## src/logic/itp_defines.vh

```
// constants for the interrupt test and promotion block
//
// Behaviour
// - test-enable writable: special mode, both masks set
// - test-enable clear: force writes ignored, reads live
// - test-enable set: decoder fed from force registers
// - pending requests captured when test-enable sets
// - 4-bit select field picks force register
// - force reads zero in normal modes
// - force write: special, test-enable, I mask set
// - force bit n requests vector low nibble 2n
// - one force register per eight interrupts, shared
// - select F: only bits 2:0 exist
// - unimplemented force register: no write, read zero
// - promotion register writable only with I mask set
// - promotion holds vector bits 7:1, top priority
// - bad promotion value selects vector F2
// - higher vector address ranks higher by default
`ifndef ITP_DEFINES_VH
`define ITP_DEFINES_VH

`define ITP_ADDR_TEST_CTRL   8'h15
`define ITP_ADDR_FORCE_WIN   8'h16
`define ITP_ADDR_TOP_PRIO    8'h1F
`define ITP_CTRL_FORCE_EN    4
`define ITP_CTRL_SEL_HI      3
`define ITP_CTRL_SEL_LO      0
`define ITP_SEL_TOP_GROUP    4'hF
`define ITP_TOP_GROUP_MASK   8'h07
`define ITP_PRIO_RESET       7'h79
`define ITP_PRIO_DEFAULT     7'h79
`define ITP_PRIO_MAX_VEC     8'hF2

`endif

```

## src/logic/itp_group_decode.v

```verilog
// per-group request selection and ranking of the maskable requests
`timescale 1ns/1ps
`default_nettype none

module itp_group_decode #(
	parameter NGRP = 16
) (
	input  wire [NGRP*8-1:0] live_req,
	input  wire [NGRP*8-1:0] force_req,
	input  wire              force_en,
	input  wire [6:0]        prio_sel,
	output reg  [NGRP*8-1:0] dec_req,
	output reg               any_req,
	output reg  [7:0]        win_vec
);
	integer i;
	reg     promo_hit;

	always @* begin
		dec_req = force_en ? force_req : live_req;
		any_req = 1'b0;
		win_vec = 8'h00;
		// higher index scanned last wins, so higher vector ranks higher
		for (i = 0; i < NGRP*8; i = i + 1) begin
			if (dec_req[i] && (i < 8'h7A)) begin
				any_req = 1'b1;
				win_vec = {i[6:0], 1'b0};
			end
		end
		promo_hit = 1'b0;
		for (i = 0; i < NGRP*8; i = i + 1) begin
			if (dec_req[i] && (i[6:0] == prio_sel) && (i < 8'h7A))
				promo_hit = 1'b1;
		end
		if (promo_hit) begin
			win_vec = {prio_sel, 1'b0};
		end
	end
endmodule

`default_nettype wire

```

## src/logic/itp_sync2.v

```verilog
// two-flop synchroniser for a bus of pin-level request inputs
`timescale 1ns/1ps
`default_nettype none

module itp_sync2 #(
	parameter W = 128
) (
	input  wire         ref_clk,
	input  wire         rst_n,
	input  wire [W-1:0] async_in,
	output reg  [W-1:0] sync_out
);
	reg [W-1:0] meta_q;

	always @(posedge ref_clk) begin
		if (!rst_n) begin
			meta_q   <= {W{1'b0}};
			sync_out <= {W{1'b0}};
		end else begin
			meta_q   <= async_in;
			sync_out <= meta_q;
		end
	end
endmodule

`default_nettype wire

```

## src/logic/itp_top.v

```verilog
// interrupt test control, force registers and promotion register
//
// Decided for this implementation: the strobed register port.
`timescale 1ns/1ps
`default_nettype none
`include "itp_defines.vh"

module itp_top #(
	parameter NGRP = 16
) (
	input  wire              ref_clk,
	input  wire              rst_n,
	input  wire [7:0]        reg_addr,
	input  wire [7:0]        reg_wdata,
	input  wire              reg_wr,
	input  wire              reg_rd,
	output reg  [7:0]        reg_rdata,
	input  wire              special_mode,
	input  wire              i_mask,
	input  wire              x_mask,
	input  wire [NGRP*8-1:0] irq_in,
	output reg  [NGRP*8-1:0] dec_req_q,
	output reg               any_req_q,
	output reg  [7:0]        win_vec_q
);
	localparam NREQ = NGRP*8;

	reg  [7:0]      ctrl_q;
	reg  [NREQ-1:0] force_q;
	reg  [6:0]      prio_q;
	wire [NREQ-1:0] live_req;
	wire [NREQ-1:0] dec_req;
	wire            any_req;
	wire [7:0]      win_vec;
	wire            force_en;
	wire [3:0]      sel;
	wire            sel_ok;
	wire [7:0]      sel_mask;
	reg  [7:0]      sel_live;
	reg  [7:0]      sel_force;
	reg  [7:0]      rdata_d;
	reg  [6:0]      prio_d;
	wire            wr_ctrl;
	wire            wr_force;
	wire            wr_prio;
	integer         k;
	integer         m;

	assign force_en = ctrl_q[`ITP_CTRL_FORCE_EN];
	assign sel      = ctrl_q[`ITP_CTRL_SEL_HI:`ITP_CTRL_SEL_LO];
	assign sel_ok   = ({28'h0000_000, sel} < NGRP);
	// top group holds only the F0..F4 vectors
	assign sel_mask = (sel == `ITP_SEL_TOP_GROUP) ? `ITP_TOP_GROUP_MASK : 8'hFF;

	assign wr_ctrl  = reg_wr && (reg_addr == `ITP_ADDR_TEST_CTRL);
	assign wr_force = reg_wr && (reg_addr == `ITP_ADDR_FORCE_WIN)
		&& special_mode && force_en && i_mask && sel_ok;
	assign wr_prio  = reg_wr && (reg_addr == `ITP_ADDR_TOP_PRIO) && i_mask;

	itp_sync2 #(
		.W(NREQ)
	) u_sync (
		.ref_clk  (ref_clk),
		.rst_n    (rst_n),
		.async_in (irq_in),
		.sync_out (live_req)
	);

	itp_group_decode #(
		.NGRP(NGRP)
	) u_dec (
		.live_req  (live_req),
		.force_req (force_q),
		.force_en  (force_en),
		.prio_sel  (prio_q),
		.dec_req   (dec_req),
		.any_req   (any_req),
		.win_vec   (win_vec)
	);

	// window onto the selected group; one shared address for all groups
	always @* begin
		sel_live  = 8'h00;
		sel_force = 8'h00;
		for (k = 0; k < NREQ; k = k + 1) begin
			if ((k / 8) == sel) begin
				sel_live[k % 8]  = live_req[k];
				sel_force[k % 8] = force_q[k];
			end
		end
	end

	// out-of-range or above F2 falls back to the F2 source
	always @* begin
		if ((reg_wdata > `ITP_PRIO_MAX_VEC) || (reg_wdata[7:1] >= NREQ))
			prio_d = `ITP_PRIO_DEFAULT;
		else
			prio_d = reg_wdata[7:1];
	end

	always @* begin
		rdata_d = 8'h00;
		case (reg_addr)
		`ITP_ADDR_TEST_CTRL: begin
			rdata_d = {3'b000, ctrl_q[4:0]};
		end
		`ITP_ADDR_FORCE_WIN: begin
			if (special_mode && sel_ok) begin
				if (force_en)
					rdata_d = sel_force & sel_mask;
				else
					rdata_d = sel_live & sel_mask;
			end
		end
		`ITP_ADDR_TOP_PRIO: begin
			rdata_d = {prio_q, 1'b0};
		end
		default: begin
			rdata_d = 8'h00;
		end
		endcase
	end

	always @(posedge ref_clk) begin
		if (!rst_n) begin
			ctrl_q    <= 8'h00;
			force_q   <= {NREQ{1'b0}};
			prio_q    <= `ITP_PRIO_RESET;
			reg_rdata <= 8'h00;
			dec_req_q <= {NREQ{1'b0}};
			any_req_q <= 1'b0;
			win_vec_q <= 8'h00;
		end else begin
			reg_rdata <= reg_rd ? rdata_d : 8'h00;
			dec_req_q <= dec_req;
			any_req_q <= any_req;
			win_vec_q <= win_vec;
			if (wr_ctrl) begin
				ctrl_q[3:0] <= reg_wdata[3:0];
				if (special_mode && i_mask && x_mask)
					ctrl_q[`ITP_CTRL_FORCE_EN] <= reg_wdata[`ITP_CTRL_FORCE_EN];
			end
			// capture pending requests on the rising edge of force enable
			if (wr_ctrl && special_mode && i_mask && x_mask && !force_en
				&& reg_wdata[`ITP_CTRL_FORCE_EN]) begin
				force_q <= live_req;
			end else if (wr_force) begin
				// own loop index: the read window process already drives k
				for (m = 0; m < NREQ; m = m + 1) begin
					if (((m / 8) == sel) && sel_mask[m % 8])
						force_q[m] <= reg_wdata[m % 8];
				end
			end
			if (wr_prio)
				prio_q <= prio_d;
		end
	end
endmodule

`default_nettype wire

```

## config.mk

```make
export PLATFORM = sky130hd
export DESIGN_NAME = itp_top
export DESIGN_NICKNAME = d
export VERILOG_FILES = /design/src/logic/itp_group_decode.v /design/src/logic/itp_sync2.v /design/src/logic/itp_top.v
export VERILOG_INCLUDE_DIRS = /design/src /design/src/logic
export SDC_FILE = /design/constraint.sdc
export NUM_CORES = 1
export LEC_CHECK = 0
export BUFFER_PORTS_ARGS = -buffer_cell sky130_fd_sc_hd__buf_4
export CAP_MARGIN = 40
export CORE_UTILIZATION = 45
export CTS_CLUSTER_SIZE = 8
export DETAILED_ROUTE_END_ITERATION = 12
export SETUP_SLACK_MARGIN = 0.1
export SKIP_LAST_GASP = 1
export SYNTH_ARGS = -nofsm -noshare
export SYNTH_HDL_FRONTEND = slang
export SYNTH_SLANG_ARGS = --single-unit
```

## constraint.sdc

```tcl
create_clock -name ref_clk -period 5.6 [get_ports ref_clk]
set_input_delay 1.12 -clock ref_clk [delete_from_list [all_inputs] [get_ports ref_clk]]
set_output_delay 1.12 -clock ref_clk [all_outputs]
set_load 0.05 [all_outputs]
```

### After elaboration in Yosys (flattened, before gate mapping)

Index checks and enable logic that the tools add are counted.

* input port bits: 151
* bits in registers: 541
* word-level logic and storage cells: 1567
* output and inout port bits: 145

* reductions and logical operators: 527
* magnitude comparators: 1
* bitwise logic cells: 3
* equal/unequal tests: 140
* mux-type cells: 758

Operators by type and width (count)
* 2-to-1 mux 8 bit: 124
* 2-to-1 mux 1 bit: 628
* == test 7 bit, first input constant: 58
* 2-to-1 mux 128 bit: 3
* logical AND 1 bit: 264
* AND reduction 2 bit: 130
* nonzero test 2 bit: 129
* == test 6 x 7 -> 1 bit, first input constant: 32
* OR reduction 122 bit: 1
* == test 5 x 7 -> 1 bit, first input constant: 16
* == test 4 x 7 -> 1 bit, first input constant: 8
* == test 4 bit, first input constant: 8
* == test 3 x 7 -> 1 bit, first input constant: 4
* == test 8 x 5 -> 1 bit, second input constant: 3
* case mux 8 bit (3 select lines): 1
* bitwise AND 8 bit: 2
* == test 3 x 4 -> 1 bit, first input constant: 4
* == test 2 x 7 -> 1 bit, first input constant: 2
* == test 2 x 4 -> 1 bit, first input constant: 2
* > comparator 8 bit, second input constant: 1
* == test 1 x 7 -> 1 bit, first input constant: 1
* logical NOT 7 bit: 1
* 2-to-1 mux 7 bit: 1
* == test 1 x 4 -> 1 bit, first input constant: 1
* other kinds (5): 5

### Longest topological paths before layout

Gate-level depths: netlist of the first run.

* depth after elaboration: 125
* mapped depth: 14
* mapped depth without buffers: 8

### Hierarchy

From an unflattened synthesis of the first run, not the netlist that was laid out.

* cell total of the unflattened synthesis: 2687
* area, all modules: 25146.6 sq um

By module, submodules not included
* itp_top: instances 1, area each 12869.8 sq um, seq. area each 5705.5 sq um, cells an instance 1376
* itp_sync2: instances 1, area each 6870.3 sq um, seq. area each 5124.9 sq um, cells an instance 540
* itp_group_decode: instances 1, area each 5406.4 sq um, seq. area each 0.0 sq um, cells an instance 771

### Least setup slack after synthesis of the first run

No wires, ideal clock.

* path type: input to register
* start: input reg_addr[5]
* end: register force_q[93]
* library setup time: 91 ps
* setup slack: 2558 ps
* arrival: 2951 ps
* stages: 9
* cells stage by stage: nand3b_1 -> nor3_1 -> and4b_1 -> nand4_1 -> buf_2 -> buf_2 -> nor2_1 -> nand2_1 -> a311oi_1

* longest elaborated chain between the ends: 9

Ends and longest elaborated chain
* from (decl): line itp_top.v:13 `input wire [7:0] reg_addr,`
* == test 8 x 5 -> 1 bit
* logical AND 1 bit: line itp_top.v:55 `` assign wr_ctrl = reg_wr && (reg_addr == `ITP_ADDR_TEST_CTRL); ``
* logical AND 1 bit (5 in series): line itp_top.v:144 `if (wr_ctrl && special_mode && i_mask && x_mask && !force_en`
* nonzero test 2 bit (no source line)
* AND reduction 2 bit (no source line)
* to (signal assigned): line itp_top.v:127 `force_q <= {NREQ{1'b0}};`
* to (signal assigned): line itp_top.v:146 `force_q <= live_req;`
* to (signal, indexed assignment): line itp_top.v:151 `force_q[m] <= reg_wdata[m % 8];`
* to (decl): line itp_top.v:29 `reg [NREQ-1:0] force_q;`

Several ways; a longest one is shown, not always the timed one.
A chain may end at the register's enable or synchronous reset.

### Worst setup path after layout of the first run

* start: register ctrl_q[4]
* end: register win_vec_q[1]

* longest elaborated chain between the ends: 125

Ends and longest elaborated chain
* from (decl): line itp_top.v:28 `reg [7:0] ctrl_q;`
* from (signal, indexed assignment): line itp_top.v:141 `` ctrl_q[`ITP_CTRL_FORCE_EN] <= reg_wdata[`ITP_CTRL_FORCE_EN]; ``
* 2-to-1 mux 128 bit (*): line itp_group_decode.v:20 `dec_req = force_en ? force_req : live_req;`
* logical AND 1 bit: line itp_group_decode.v:32 `if (dec_req[i] && (i[6:0] == prio_sel) && (i < 8'h7A))`
* 2-to-1 mux 1 bit (122 in series): line itp_group_decode.v:32
* 2-to-1 mux 8 bit (*): line itp_group_decode.v:35 `if (promo_hit) begin`
* to (signal assigned): line itp_top.v:137 `win_vec_q <= win_vec;`
* to (decl): line itp_top.v:24 `output reg [7:0] win_vec_q`

Every way passes the cells marked *; elsewhere a longest branch is shown, timed or not.

==> flow_summary.toml, run 1 <==
[clock_network]
htreeDepth = 3
cts_buffers = 77
postCtsSetupBuffers = 0
cts_tree = "built"
clk_path_buf_depth = 3
clk_latency_ns = 0.64
clock-root-buffer = "clkbuf_16"
ctsResizeCount = 0
hold_buffers = 0
path_clk_slew_ns = 0.05
clkSinkCount = 540

[floorplan]
die-area_um2 = 53900
initial_utilization = 0.455
num_rows = 84
core_area_um2 = 52400
die_x_um = 232
io_pins = 296
die_h_um = 232

[yosys]
synthArstFlopShare = 0
synth_area_um2 = 23800
synthesis.nets = 2748
synth-edff-count = 0
ys.flop_type = "dfxtp_1"
synth-seq-cells = 540
yosys_warnings = 0
synth_cell_types = 91
yosysSeqAreaShare = 0.453
syn_area_per_cell_um2 = 9.18
synthCells = 2597

[place]
gp_congestion = 1.05
portBuffers = 294
place_inst = 3442
dpl_cell_area_um2 = 26600
dp_hpwl_um = 71100

[flow_run]
cap_violations = 0

[min_path]
hold_class = "flop to flop"

[timing]
worst_pin_slew_ns = 0.974
finalHoldViolCount = 0
worst_clock_skew_ns = 0.0405
fin_setup_tns_ns = 0
period_share = 0.716
maxSlewHeadroom = 0.349
fin_crit_ns = 4.01
rsz0062_at_grt = "no"
max_freq_ghz = 0.249
setup_viol = 0
drv_slew = 0

[worst_setup_path]
crit_fanout = 46
cp_common_cell = "buf_4"
crit_path_start_kind = "flop"
cp_slowest_cell = "dfxtp_4"
cpLargestDelayFamily = "compound AO/OA/AOI/OAI gates"
arrival_ns = 4.51
cpPeakStageDelay_ns = 0.88
cp.buffers_inverters = 3
setup.worst_path.end_class = "flop"
path_cells = "inv_1, buf_4, nor4_1, a22oi_1, a311o_1, a211oi_1, o41ai_1, buf_4, a41oi_1, a21oi_1"
crit_type = "flop to flop"
crit_required_ns = 6.10

[power]
ir_worst_vdd_mv = 0.219
leakagePower_nw = 11.0
powerDensity_nw_per_um2 = 310

[routing]
routed_wl_um = 96300
firstDrtPassIters = 8
detail_route.wl_per_cell_um = 27.3
drc = 0
drt_iter0_drc = 3106
via_per_inst = 6.22
antenna_left = 0
vias = 22000

[cells_and_area]
area_growth_pct = 20.5
fin_util = 0.548
fin_area_um2 = 28700
drive_gt1_frac = 0.184
instances_no_fill = 3532
nets = 2987
antenna_cells = 0

[grt]
grt_pass1_vias = 20400
grt_max_degree = 133
overflow = 0
grt_first_pass_wirelength_um = 138000
antenna_found_initial = 2
grt_usage = 0.350

[run_status]
status = "finished, final reports clean"
-- worst register-to-register path: cells and delay by family, from the launching register on --
| family | cells | cell delay (ns) |
|---|---|---|
| DFF | 1 | 0.88 |
| AOI/OAI and AO/OA | 6 | 1.78 |
| and+or+nand+nor | 1 | 0.24 |
| buffers and inverters | 3 | 1.00 |
-- worst paths after layout --
check                          startpoint                              to  slack (ns)  cells after the start
max                ctrl_q[4]$_SDFFE_PN0P_         win_vec_q[1]$_SDFF_PN0_        1.59                     10
min          u_sync.meta_q[53]$_SDFF_PN0_  u_sync.sync_out[53]$_SDFF_PN0_        0.41                      1
max reg2reg        ctrl_q[4]$_SDFFE_PN0P_         win_vec_q[1]$_SDFF_PN0_        1.59                     10
min reg2reg  u_sync.meta_q[53]$_SDFF_PN0_  u_sync.sync_out[53]$_SDFF_PN0_        0.41                      1
-- layout make-up --
cell class                      instances  area, um^2
Fill cell                            4713       23700
Multi-Input combinational cell       1823       12000
Sequential cell                       540       10800
Timing Repair Buffer                  368        2860
Clock buffer                           79        1930
Tap cell                              688         861
Clock inverter                          8         150
Inverter                               26         103
-- sequential cells by signal (all words and copies together), names as in the netlist --
name	count
force_q	128
win_vec_q	7
reg_rdata	8
u_sync.sync_out	128
any_req_q	1
dec_req_q	128
prio_q	7
u_sync.meta_q	128
ctrl_q	5
-- power by group --
part           switching, mW  internal [mW]
Clock                   1.64           2.45
Combinational          0.477          0.272
Sequential            0.0988           3.97
-- metal layers --
layer,global-route usage,routed length [um],vias up,share of wire
met5,0,0,-,0
met1,0.504,42100,10600,0.44
met4,0.130,3390,0,0.035
met2,0.496,39600,1397,0.41
met3,0.0883,11100,226,0.12
li1,-,-,9770,-
-- layout by cell type (no fill, tap or decap), types with 13 or more instances in the layout --
| cell | synthesis | routed |
|---|---|---|
| nor4_1 | 14 | 14 |
| a22oi_1 | 56 | 56 |
| nand4_1 | 15 | 15 |
| o21ai_0 | 71 | 71 |
| o22ai_1 | 36 | 36 |
| nor3_1 | 88 | 88 |
| nor3b_1 | 24 | 24 |
| nand3_1 | 39 | 39 |
| nor2_1 | 352 | 352 |
| a311oi_1 | 47 | 47 |
| buf_4 | 8 | 355 |
| a21oi_1 | 75 | 75 |
| clkbuf_16 | 0 | 77 |
| nand2_1 | 110 | 110 |
| mux2_2 | 13 | 13 |
| inv_1 | 25 | 25 |
| o31ai_1 | 14 | 14 |
| a221oi_1 | 14 | 14 |
| nand2b_1 | 24 | 24 |
| nor2b_1 | 32 | 32 |
| and2_1 | 268 | 268 |
| a211oi_1 | 88 | 88 |
| mux4_2 | 16 | 16 |
| dfxtp_1 | 540 | 537 |
| mux2i_1 | 208 | 208 |
-- cells in the mapped netlist, drive strengths merged, types with 12 or more instances --
| library cell | count | area share |
|---|---|---|
| a211oi | 90 | 0.029 |
| a21oi | 75 | 0.016 |
| a221oi | 15 | 0.0058 |
| a222oi | 12 | 0.0050 |
| a22oi | 56 | 0.018 |
| a311oi | 47 | 0.017 |
| and2 | 269 | 0.071 |
| buf | 80 | 0.023 |
| clkbuf | 128 | 0.020 |
| dfxtp | 540 | 0.45 |
| inv | 25 | 0.0039 |
| mux2 | 13 | 0.0061 |
| mux2i | 214 | 0.091 |
| mux4 | 16 | 0.015 |
| nand2 | 110 | 0.017 |
| nand2b | 24 | 0.0063 |
| nand3 | 39 | 0.0082 |
| nand4 | 15 | 0.0039 |
| nor2 | 355 | 0.056 |
| nor2b | 32 | 0.0084 |
| nor3 | 90 | 0.019 |
| nor3b | 26 | 0.0086 |
| nor4 | 15 | 0.0042 |
| o211ai | 12 | 0.0038 |
| o21ai | 73 | 0.015 |
| o22ai | 37 | 0.010 |
| o31ai | 14 | 0.0044 |
| or3 | 12 | 0.0031 |
-- stage by stage --
stage               worst slack, ns  hold WS [ns]  power [mW]
finish                         1.59         0.412        8.91
global route                   1.55         0.434        9.20
CTS                            1.80         0.426        8.96
detailed placement             1.62         0.417        4.87
global placement               1.55         0.418        4.86
floorplan                      2.56         0.412        4.51
-- logic make-up (layout without fill, tap and decap cells) --
| kind of cell | count (synthesis) | in the layout | synth area share |
|---|---|---|---|
| AOI/OAI and AO/OA | 543 | 543 | 0.164 |
| xor gates and xnor gates | 1 | 1 | 0.000367 |
| buffers and inverters | 234 | 481 | 0.0469 |
| DFF | 540 | 540 | 0.453 |
| muxes | 243 | 243 | 0.112 |
| other | 1 | 1 | 0.000157 |
| and+or+nand+nor | 1035 | 1035 | 0.223 |
Power figures use the tool's default switching activity.
==> inputs of run 2 (changes only) <==
Settings changed: ABC_AREA set to 1.
Clock period 5.6 ns to 3.7 ns, I/O delays scaled along.
==> run 2 against run 1 <==
Compared with the run above:
- the run now ends with negative setup slack left
- synthesized cell count grew 25%
- flip-flop and latch count is the same
- core utilization grew 10 points
- die area shrank 1.1%
- clock-buffer cell count grew 2
- register-to-register slack lost 4.8 ns
- global-route usage grew 1.4 points
- total power grew 56%
- cell area grew 16%
- area after synthesis shrank 1.2%
- via count grew 14%
- critical endpoint unchanged
- largest cell class is now sequential cells
- highest routed layer is now met5
==> flow_summary.toml, run 2 <==
[run_status]
status = "complete, but fails checks"
violations = "negative setup slack"

[worst_setup_path]
cpPeakStageDelay_ns = 0.42
crit_type = "flop to flop"
setup.worst_path.end_class = "flop"
r2r_cells = 123
crit_fanout = 6
cp_slowest_cell = "dfxtp_4"
rrSetupSlack_ns = -3.21
r2r_start = "ctrl_q[4]$_SDFFE_PN0P_"
timing.rr.end = "win_vec_q[1]$_SDFF_PN0_"
crit_path_start_kind = "flop"
cp_common_cell = "nand2_1"
crit_required_ns = 4.27
arrival_ns = 7.47

[routing]
detail_route.wl_per_cell_um = 21.0
routed_wl_um = 99600
via_per_inst = 5.28
vias = 25000
drc = 0
drt_iter0_drc = 2574
antenna_left = 0
firstDrtPassIters = 8

[cells_and_area]
fin_area_um2 = 33400
area_growth_pct = 41.6
layout_commonest_cell = "nand2_1"
drive_gt1_frac = 0.293
n_fill_cell = 4535
final_cell_mix = "nand2_1 (832), buf_4 (803), inv_1 (606)"
nets = 4202

[clock_network]
clk_latency_ns = 0.63
clkSinkCount = 540
path_clk_slew_ns = 0.05
clock-root-buffer = "clkbuf_16"
hold_buffers = 0
cts_tree = "built"
clk_path_buf_depth = 3
htreeDepth = 3
cts_buffers = 77

[place]
portBuffers = 294
dpl_cell_area_um2 = 30100
dp_hpwl_um = 74600
gp_congestion = 0.984

[yosys]
yosys_warnings = 0
yosysSeqAreaShare = 0.459
synth_most_common_cell = "nand2_1"
synth-seq-cells = 540
ys.flop_type = "dfxtp_1"
synthesis.nets = 3407
syn_area_per_cell_um2 = 7.24
synth-edff-count = 0
yosys.area.top_type = "dfxtp_1"
synthArstFlopShare = 0
synth_commonest_cells = "nand2_1 (840), inv_1 (610), dfxtp_1 (540)"
synthCells = 3256
synth_top_area_frac = 0.459
synth_area_um2 = 23600
synth_cell_types = 52
synth_area_leaders = "dfxtp_1 (46%), nand2_1 (13%), inv_1 (9.7%), nor2_1 (5.2%), o221ai_1 (4.1%)"

[min_path]
hold_end = "u_sync.meta_q[108]$_SDFF_PN0_"
hold_path_startpoint = "irq_in[108]"
hold_class = "input port to flop"
hold_depth = 3

[timing]
fin_crit_ns = 6.91
rsz0062_at_grt = "yes"
worst_pin_slew_ns = 1.02
finalHoldViolCount = 0
maxSlewHeadroom = 0.320
setup_slack_ns = -3.21
period_share = 1.87
drv_slew = 0
max_freq_ghz = 0.145
worst_clock_skew_ns = 0.0317
setup_viol = 14

[grt]
grt_pass1_vias = 23900
grt_first_pass_wirelength_um = 144000
overflow = 0
grt_usage = 0.364
grt_max_degree = 127
antenna_found_initial = 2

[floorplan]
initial_utilization = 0.458
die-area_um2 = 53300
io_pins = 296
num_rows = 83
die_x_um = 231
die_h_um = 231
core_area_um2 = 51500

[power]
leakagePower_nw = 17.4
ir_worst_vdd_mv = 0.387
powerDensity_nw_per_um2 = 417
power.total_mw = 13.9

[flow_run]
cap_violations = 0
[run 2: cell families (layout without fill, tap and decap cells)]
| logic type | Yosys count | in the layout | synth area share |
|---|---|---|---|
| compound gates | 590 | 590 | 0.163 |
| buf+inv | 871 | 1674 | 0.172 |
| flops | 540 | 540 | 0.459 |
| mux | 1 | 1 | 0.000584 |
| other cells | 1 | 2 | 0.000159 |
| simple gates | 1253 | 1254 | 0.206 |
[run 2: through the flow]
step	setup slack (ns)	hold WS, ns	util	std cells	TNS (ns)
4_1_cts	-3.15	0.269	0.633	4706	-8.16
6_report	-3.21	0.299	0.648	4741	-16.76
5_1_grt	-4.36	0.289	0.648	4740	-19.28
2_1_floorplan	-2.06	0.390	-	3256	-31.12
3_3_place_gp	-3.28	0.394	0.584	4603	-11.21
3_5_place_dp	-3.16	0.395	0.584	4604	-8.24
[run 2: worst max-delay path by stage]
stage                                    to                   start  slack [ns]  cells past startpoint
finish              win_vec_q[1]$_SDFF_PN0_  ctrl_q[4]$_SDFFE_PN0P_       -3.21                    123
global route        win_vec_q[1]$_SDFF_PN0_  ctrl_q[4]$_SDFFE_PN0P_       -4.36                    122
CTS                 win_vec_q[1]$_SDFF_PN0_  ctrl_q[4]$_SDFFE_PN0P_       -3.15                    121
detailed placement  win_vec_q[1]$_SDFF_PN0_  ctrl_q[4]$_SDFFE_PN0P_       -3.16                    121
global placement    win_vec_q[1]$_SDFF_PN0_  ctrl_q[4]$_SDFFE_PN0P_       -3.28                    121
floorplan           win_vec_q[1]$_SDFF_PN0_  ctrl_q[4]$_SDFFE_PN0P_       -2.06                    119
[run 2: cell type report]
cell class	instances	area (um^2)	share of cell area
tap	680	851	0.0255
sequential	540	10800	0.324
clock buffer	81	1950	0.0585
antenna	1	2.50	0.0000750
clock inverter	7	101	0.00304
inverter	733	3420	0.102
timing repair buffer	853	6910	0.207
multi-input combinational	1846	9320	0.279
[run 2: worst max-delay path: cells and delay by family (launching register included)]
kind / cells / cell delay (ns)
buffers and inverters: 1 / 0.13
AOI/OAI and AO/OA: 1 / 0.10
and+or+nand+nor: 121 / 6.16
DFF: 1 / 0.42
[run 2: layer usage]
metal	vias up	wire [um]	GRT usage
li1	11700	-	-
met1	11700	42800	0.491
met2	1277	43600	0.570
met3	297	8640	0.0647
met4	2	4530	0.154
met5	-	13	0
[run 2: repair_timing]
item / 4_1_cts / 5_1_grt
gates cloned: 6 / 5
buffers inserted: 8 / 31
pin swaps: 13 / 44
resized for setup: 70 / 112
endpoints found under the setup margin: 16 / 16
[run 2: where the power goes]
group	internal [mW]	switching [mW]	total, mW
registers	6.01	0.0676	6.07
logic	0.647	0.945	1.59
clock network	3.71	2.54	6.25
total	10.4	3.55	13.9
